`src/rtl/lcd_host_pkg.sv`:
```
// constants and carrier types for the display module host port
// assumes a single 25 MHz system clock; pin timings are rounded to whole cycles
package lcd_host_pkg;
  // ************************************************************
  // clock and pin timing
  // ************************************************************
  localparam int CLK_PERIOD_NS = 40;
  localparam int STROBE_LOW_NS = 70;
  localparam int STROBE_HIGH_NS = 30;
  localparam int CYCLE_NS = 166;
  localparam int DATA_HOLD_NS = 10;
  localparam int INIT_LOW_NS = 500;
  localparam int STROBE_LOW_CYC = (STROBE_LOW_NS + CLK_PERIOD_NS - 1) / CLK_PERIOD_NS;
  localparam int HOLD_CYC_RAW = (DATA_HOLD_NS + CLK_PERIOD_NS - 1) / CLK_PERIOD_NS;
  localparam int HOLD_CYC = (HOLD_CYC_RAW < 1) ? 1 : HOLD_CYC_RAW;
  localparam int HIGH_RAW = (STROBE_HIGH_NS + CLK_PERIOD_NS - 1) / CLK_PERIOD_NS;
  localparam int CYCLE_CYC = (CYCLE_NS + CLK_PERIOD_NS - 1) / CLK_PERIOD_NS;
  localparam int GAP_RAW = CYCLE_CYC - STROBE_LOW_CYC - HOLD_CYC;
  localparam int GAP_CYC = (GAP_RAW > HIGH_RAW) ? GAP_RAW : HIGH_RAW;
  localparam int INIT_LOW_CYC = (INIT_LOW_NS + CLK_PERIOD_NS - 1) / CLK_PERIOD_NS;
  localparam int CNT_W = 5;
  localparam int BUS_W = 8;
  localparam int FIFO_DEPTH = 8;
  localparam logic [4:0] INIT_RESET = 5'h00;

  // ************************************************************
  // carrier types
  // ************************************************************
  typedef struct packed {
    logic is_read;
    logic is_display;
    logic [BUS_W-1:0] data;
  } host_req_t;
  localparam int REQ_W = $bits(host_req_t);

  typedef struct packed {
    logic chip_select_n;
    logic module_init_n;
    logic cmd_data_select;
    logic wr_strobe_n;
    logic rd_strobe_n;
    logic enable;
    logic rd_dir;
  } pin_ctl_t;

  typedef enum logic [2:0] {
    ST_INIT = 3'b000,
    ST_IDLE = 3'b001,
    ST_SETUP = 3'b010,
    ST_STROBE = 3'b011,
    ST_HOLD = 3'b100,
    ST_GAP = 3'b101
  } port_state_t;
endpackage

```
`src/rtl/req_fifo.sv`:
```
// small synchronous fifo with valid/ready on both sides
// assumes one clock and a synchronous active-low reset
`timescale 1ns/1ps
module req_fifo #(
  parameter int WIDTH = 10,
  parameter int DEPTH = 8
) (
  input wire logic sys_clk,
  input wire logic resetn,
  input wire logic in_valid,
  output logic in_ready,
  input wire logic [WIDTH-1:0] in_data,
  output logic out_valid,
  input wire logic out_ready,
  output logic [WIDTH-1:0] out_data
);
  localparam int AW = $clog2(DEPTH);
  typedef struct packed {
    logic [AW-1:0] wr_ptr;
    logic [AW-1:0] rd_ptr;
    logic [AW:0] count;
  } fifo_state_t;
  fifo_state_t st;
  fifo_state_t next_st;
  logic [WIDTH-1:0] mem [DEPTH];
  logic push;
  logic pop;

  // full is judged on the count alone; the pointers wrap and cannot tell full from empty
  assign in_ready = (st.count < (AW+1)'(DEPTH));
  assign out_valid = (st.count != '0);
  assign out_data = mem[st.rd_ptr];
  assign push = in_valid && in_ready;
  assign pop = out_valid && out_ready;

  always_comb
  begin
    next_st = st;
    if (push)
    begin
      next_st.wr_ptr = (st.wr_ptr == AW'(DEPTH - 1)) ? '0 : st.wr_ptr + 1'b1;
    end
    if (pop)
    begin
      next_st.rd_ptr = (st.rd_ptr == AW'(DEPTH - 1)) ? '0 : st.rd_ptr + 1'b1;
    end
    if (push && !pop)
    begin
      next_st.count = st.count + 1'b1;
    end
    else if (pop && !push)
    begin
      next_st.count = st.count - 1'b1;
    end
  end

  always_ff @(posedge sys_clk)
  begin
    if (!resetn)
    begin
      st <= '0;
    end
    else
    begin
      st <= next_st;
    end
    if (push)
    begin
      mem[st.wr_ptr] <= in_data;
    end
  end
endmodule

```
`src/rtl/lcd_host_port.sv`:
```
// host controller driving the display module parallel port from a request stream
// assumes pins are sampled on sys_clk; bus_style_select is a static strap
`timescale 1ns/1ps
module lcd_host_port
  import lcd_host_pkg::*;
#(
  parameter int DEPTH = lcd_host_pkg::FIFO_DEPTH
) (
  input wire logic sys_clk,
  input wire logic resetn,
  input wire logic bus_style_select,
  input wire logic req_valid,
  output logic req_ready,
  input wire lcd_host_pkg::host_req_t req,
  output logic rsp_valid,
  output logic [lcd_host_pkg::BUS_W-1:0] rsp_data,
  output logic chip_select_n,
  output logic module_init_n,
  output logic cmd_data_select,
  output logic wr_strobe_n,
  output logic rd_strobe_n,
  output logic enable,
  output logic rd_dir,
  input wire logic [lcd_host_pkg::BUS_W-1:0] bus_in,
  output logic [lcd_host_pkg::BUS_W-1:0] bus_out,
  output logic bus_oe,
  output logic busy
);
  import lcd_host_pkg::*;

  // ************************************************************
  // state
  // ************************************************************
  typedef struct packed {
    port_state_t fsm;
    logic [CNT_W-1:0] cnt;
    logic style;
    host_req_t cur;
    pin_ctl_t pins;
    logic [BUS_W-1:0] dout;
    logic oe;
    logic rv;
    logic [BUS_W-1:0] rd;
    logic bsy;
  } port_t;
  port_t s;
  port_t next_s;

  logic f_valid;
  logic f_ready;
  host_req_t f_req;
  logic [REQ_W-1:0] f_bits;

  req_fifo #(
    .WIDTH(REQ_W),
    .DEPTH(DEPTH)
  ) u_fifo (
    .sys_clk(sys_clk),
    .resetn(resetn),
    .in_valid(req_valid),
    .in_ready(req_ready),
    .in_data(req),
    .out_valid(f_valid),
    .out_ready(f_ready),
    .out_data(f_bits)
  );
  assign f_req = host_req_t'(f_bits);
  // the fifo drains only when the pin sequencer is idle, so a slow display stalls the source
  assign f_ready = (s.fsm == ST_IDLE);

  // ************************************************************
  // pin sequencer
  // ************************************************************
  always_comb
  begin
    next_s = s;
    next_s.rv = 1'b0;
    case (s.fsm)
      ST_INIT:
      begin
        next_s.pins.module_init_n = 1'b0;
        if (s.cnt == CNT_W'(INIT_LOW_CYC - 1))
        begin
          next_s.pins.module_init_n = 1'b1;
          next_s.style = bus_style_select;
          next_s.cnt = '0;
          next_s.fsm = ST_IDLE;
        end
        else
        begin
          next_s.cnt = s.cnt + 1'b1;
        end
      end
      ST_IDLE:
      begin
        if (f_valid)
        begin
          next_s.cur = f_req;
          next_s.pins.chip_select_n = 1'b0;
          next_s.pins.cmd_data_select = f_req.is_display;
          next_s.pins.rd_dir = f_req.is_read;
          // host drives the byte only for writes; reads leave the bus to the module
          next_s.oe = !f_req.is_read;
          next_s.dout = f_req.data;
          next_s.fsm = ST_SETUP;
        end
      end
      ST_SETUP:
      begin
        if (s.style)
        begin
          next_s.pins.enable = 1'b1;
        end
        else if (s.cur.is_read)
        begin
          next_s.pins.rd_strobe_n = 1'b0;
        end
        else
        begin
          next_s.pins.wr_strobe_n = 1'b0;
        end
        next_s.cnt = '0;
        next_s.fsm = ST_STROBE;
      end
      ST_STROBE:
      begin
        if (s.cnt == CNT_W'(STROBE_LOW_CYC - 1))
        begin
          if (s.cur.is_read)
          begin
            next_s.rd = bus_in;
            next_s.rv = 1'b1;
          end
          // data and select stay put through the closing edge
          next_s.pins.wr_strobe_n = 1'b1;
          next_s.pins.rd_strobe_n = 1'b1;
          next_s.pins.enable = 1'b0;
          next_s.cnt = '0;
          next_s.fsm = ST_HOLD;
        end
        else
        begin
          next_s.cnt = s.cnt + 1'b1;
        end
      end
      ST_HOLD:
      begin
        if (s.cnt == CNT_W'(HOLD_CYC - 1))
        begin
          next_s.pins.chip_select_n = 1'b1;
          next_s.oe = 1'b0;
          next_s.cnt = '0;
          next_s.fsm = ST_GAP;
        end
        else
        begin
          next_s.cnt = s.cnt + 1'b1;
        end
      end
      ST_GAP:
      begin
        if (s.cnt >= CNT_W'(GAP_CYC - 1))
        begin
          next_s.cnt = '0;
          next_s.fsm = ST_IDLE;
        end
        else
        begin
          next_s.cnt = s.cnt + 1'b1;
        end
      end
      default:
      begin
        next_s.fsm = ST_IDLE;
      end
    endcase
    // registered from the next state so the flag lines up with the state register
    next_s.bsy = (next_s.fsm != ST_IDLE);
  end

  always_ff @(posedge sys_clk)
  begin
    if (!resetn)
    begin
      s <= '0;
      s.fsm <= ST_INIT;
      s.cnt <= INIT_RESET;
      // module init line stays low with the rest of the fields; select and strobes idle high
      s.pins.chip_select_n <= 1'b1;
      s.pins.wr_strobe_n <= 1'b1;
      s.pins.rd_strobe_n <= 1'b1;
      s.bsy <= 1'b1;
    end
    else
    begin
      s <= next_s;
    end
  end

  // ************************************************************
  // outputs
  // ************************************************************
  assign chip_select_n = s.pins.chip_select_n;
  assign module_init_n = s.pins.module_init_n;
  assign cmd_data_select = s.pins.cmd_data_select;
  assign wr_strobe_n = s.pins.wr_strobe_n;
  assign rd_strobe_n = s.pins.rd_strobe_n;
  assign enable = s.pins.enable;
  assign rd_dir = s.pins.rd_dir;
  assign bus_out = s.dout;
  assign bus_oe = s.oe;
  assign rsp_valid = s.rv;
  assign rsp_data = s.rd;
  assign busy = s.bsy;

  // ************************************************************
  // checks
  // ************************************************************
  a_strobe_needs_select: assert property (@(posedge sys_clk) disable iff (!resetn)
    (!wr_strobe_n || !rd_strobe_n || enable) |-> !chip_select_n)
    else $error("strobe active without chip select");
  a_init_low_time: assert property (@(posedge sys_clk) disable iff (!resetn)
    $rose(module_init_n) |-> $past(module_init_n, 8) == 1'b0)
    else $error("init pulse too short");
  a_select_stable: assert property (@(posedge sys_clk) disable iff (!resetn)
    !chip_select_n && !$rose(!chip_select_n) |-> $stable(cmd_data_select))
    else $error("selector changed inside access");
  a_write_data_held: assert property (@(posedge sys_clk) disable iff (!resetn)
    $rose(wr_strobe_n) |-> bus_oe && $stable(bus_out) && !chip_select_n)
    else $error("write data not held over strobe edge");
  a_read_bus_free: assert property (@(posedge sys_clk) disable iff (!resetn)
    !rd_strobe_n |-> !bus_oe)
    else $error("host drives bus during read");
  a_style_exclusive: assert property (@(posedge sys_clk) disable iff (!resetn)
    enable |-> wr_strobe_n && rd_strobe_n)
    else $error("both strobe styles active");
  a_enable_width: assert property (@(posedge sys_clk) disable iff (!resetn)
    $rose(enable) |-> enable [*2] ##1 !enable)
    else $error("enable pulse width wrong");
  a_read_answer: assert property (@(posedge sys_clk) disable iff (!resetn)
    $rose(!rd_strobe_n) |-> ##2 rsp_valid)
    else $error("read answer missing");
endmodule

```
`config.mk`:
```
export PLATFORM = sky130hd
export DESIGN_NAME = lcd_host_port
export DESIGN_NICKNAME = d
export VERILOG_FILES = /design/src/rtl/lcd_host_pkg.sv /design/src/rtl/req_fifo.sv /design/src/rtl/lcd_host_port.sv
export SDC_FILE = /design/constraint.sdc
export NUM_CORES = 1
export LEC_CHECK = 0
export BUFFER_PORTS_ARGS = -buffer_cell sky130_fd_sc_hd__buf_2
export CAP_MARGIN = 0
export CORE_MARGIN = 4
export CORE_UTILIZATION = 25
export DETAILED_ROUTE_END_ITERATION = 8
export PLACE_DENSITY_LB_ADDON = 0.08
export SKIP_CTS_REPAIR_TIMING = 1
export SYNTH_ARGS = -nofsm -noshare
export SYNTH_HDL_FRONTEND = slang
export SYNTH_SLANG_ARGS = --single-unit
```
`constraint.sdc`:
```
create_clock -name sys_clk -period 4.7 [get_ports sys_clk]
set_clock_uncertainty 0.1 [all_clocks]
set_input_delay 0 -clock sys_clk [delete_from_list [all_inputs] [get_ports sys_clk]]
set_output_delay 0 -clock sys_clk [all_outputs]
set_load 0.01 [all_outputs]
```
==> metrics.yaml <==
worst_setup_path:
  worstReg2RegStart: "s[42]$_SDFF_PN0_"
  criticalPathCategory: "reg -> reg"
  critPathCaptureType: "flop"
  reg2reg_to: "u_fifo.st[3]$_SDFFE_PN0P_"
  r2r_slack_ps: 1690
  crit_path_start_kind: "flop"
  startpoint: "s[42]$_SDFF_PN0_"
  critPathRequiredTime_ps: 4950
  r2r_cells: 12
  crit_path_max_fanout: 25
  cp.arrival_ps: 3260
drt:
  viasPerCell: 4.29
  drt-initial-drc-count: 153
  drcViolationCount: 0
  drt-pass1-iter-count: 4
  ant_nets: 0
  vias: 3092
  drt_wl_total_um: 11600
  wl_per_cell_um: 16.1
sta:
  setup_tns_ps: 0
  fin_crit_sh_pct: 64.1
  setup_viol: 0
  maxSlewViolCount: 0
  fmax_ghz: 0.332
  relSlewSlack_pct: 47.2
  grt_setup_unrepaired: "false"
  worstMarginPinSlew_ps: 791
  fin_crit_ps: 3010
  hold_viol: 0
synth:
  syn_inst: 369
  syn_nets: 402
  synth_compound_area_share_pct: 5.97
  ys_seq_area_share_pct: 64.5
  synth_top_area_cell: "edfxtp_1"
  synth_mux_area_share_pct: 12.5
  synth_most_common_cell: "edfxtp_1"
  synth_top_family_by_area: "multiplexers"
  syn_avg_cell_area_sq_um: 14.1
  synth_ff_type: "edfxtp_1"
  async_flop_share_pct: 0
  ys_top_cells_by_area: "edfxtp_1 46%, dfxtp_1 18%, mux4_2 8.6%"
  ys_ff_latch: 128
  synthXorXnorAreaFrac_pct: 0.504
  synth_simple_gate_area_share_pct: 9.50
  syn_area_sq_um: 5220
  synth.top_cell.area_share_pct: 46.1
  ys_types: 46
  synthAdderAreaFrac_pct: 2.78
  synth-edff-count: 80
  yosys_warnings: 0
  synth_commonest_cells: "80 x edfxtp_1, 48 x dfxtp_1, 37 x nor2_1, 23 x nand2_1"
power_and_ir_drop:
  leakagePower_nw: 2.26
  powerDensity_nw_per_um2: 436
  peakVddDrop_uv: 232
  p_total_mw: 2.83
clocking:
  cts_tree: "yes"
  cts-root-buf: "clkbuf_16"
  cts.clk_slew.worst_paths_ps: 60
  cts_buffer_depth: 2
  htree_levels: 4
  cts_buffers: 17
  cts.sinks: 128
  clock_latency_ps: 420
grt:
  grt_overflow: 0
  grt_max_degree: 26
  grt_usage_pct: 10.2
  antenna_found_initial: 0
  grt_pass1_wl_um: 17900
  grt_pass1_vias: 3135
floorplan:
  fp.dieW_um: 152
  die_area_sq_um: 23200
  num_rows: 52
  core_sq_um: 20400
  start_util_pct: 25.6
  io_pins: 49
  die_h_um: 152
layout:
  final_layout_size_suffix_gt1_share_pct: 26.0
  antenna_cells: 0
  final_nets: 470
  syn_to_final_growth_pct: 24.3
  final_area_sq_um: 6490
  finalCoreUtilization_pct: 31.9
  finalNonFillerCells: 720
place:
  io_buffers: 48
  dp_cells: 668
  dp_hpwl_um: 7460
  dpl_cell_area_sq_um: 5700
  gp_congestion: 0.762
status:
  status: "finished, final reports clean"
worst_hold_path:
  hold_path_depth: 4
  hold_end: "u_fifo.st[9]$_SDFFE_PN0P_"
  hold_path_class: "in -> reg"
  hold_start: "req_valid"
run:
  drv_cap: 0
-- critical path: stages (launching register included) --
cell     delay, ps
dfxtp_1        590
o41ai_1        200
nor3_2         140
buf_4          280
inv_1          160
ha_1           250
inv_1          110
ha_1           240
a21o_1         170
a21oi_1        160
xnor2_1         90
or3_1          310
a21oi_1        130
-- cell families (layout without fill, tap and decap cells) --
| kind of cell | count (synthesis) | after routing |
|---|---|---|
| xor+xnor | 3 | 3 |
| compound gates | 50 | 50 |
| fa+ha+maj | 11 | 11 |
| simple gates | 99 | 99 |
| flops | 128 | 128 |
| mux | 40 | 40 |
| buf+inv | 38 | 119 |
-- routing by layer --
layer / global-route usage [%] / routed length (um) / share of wire [%] / vias up
li1: - / - / - / 1510
met1: 12.3 / 5250 / 45 / 1523
met2: 17.2 / 5760 / 50 / 53
met3: 3.72 / 491 / 4.2 / 6
met4: 3.01 / 87 / 0.75 / 0
met5: 0 / 0 / 0 / -
-- layout make-up --
| type | count | area [sq um] |
|---|---|---|
| Clock buffer | 19 | 433 |
| Clock inverter | 13 | 151 |
| Fill cell | 2023 | 13900 |
| Inverter | 7 | 26.3 |
| Multi-Input combinational cell | 203 | 1640 |
| Sequential cell | 128 | 3360 |
| Tap cell | 270 | 338 |
| Timing Repair Buffer | 80 | 531 |
-- registers in the layout, indices dropped and copies added, names as in the netlist, 8 cells and up, named ones only --
register    cells
s               9
u_fifo.st      10
u_fifo.mem     80
bus_out         8
rsp_data        8
-- layout by cell type (no fill, tap or decap), types with 3 or more instances in the layout --
cell type and n:
inv_1 7, dfxtp_1 48, clkinvlp_4 4, nand2_1 23, buf_4 12, ha_1 10
o21ai_0 7, buf_2 48, edfxtp_1 80, nor3_1 9, mux4_2 20, nand2b_1 4
inv_6 4, clkbuf_16 17, nor2_1 37, a21o_1 3, nand3_1 5, a211oi_1 10
dlygate4sd3_1 20, a21oi_1 20, clkinv_4 3, mux2i_1 20
-- stage by stage --
stage / hold WS, ps / setup WS, ps
floorplan: -38.1 / 2110
global placement: 137 / 1710
detailed placement: 134 / 1690
CTS: -300 / 1650
global route: 75.0 / 1400
finish: 31.7 / 1690
-- power breakdown --
part           total (mW)  leakage, nW  switching (mW)  internal [mW]
combinational       0.245        0.878           0.134          0.111
clock                1.29        0.271           0.502          0.788
sequential           1.29         1.11          0.0405           1.25
-- how the worst max path moves through the flow --
stage                                 to  slack [ps]  cells past startpoint
6_report       u_fifo.st[3]$_SDFFE_PN0P_        1690                     12
5_1_grt        u_fifo.st[3]$_SDFFE_PN0P_        1400                     12
4_1_cts        u_fifo.st[3]$_SDFFE_PN0P_        1650                     12
3_5_place_dp   u_fifo.st[3]$_SDFFE_PN0P_        1690                     12
3_3_place_gp   u_fifo.st[3]$_SDFFE_PN0P_        1710                     12
2_1_floorplan  u_fifo.st[3]$_SDFFE_PN0P_        2110                     11
(Power assumes the default switching activity.)
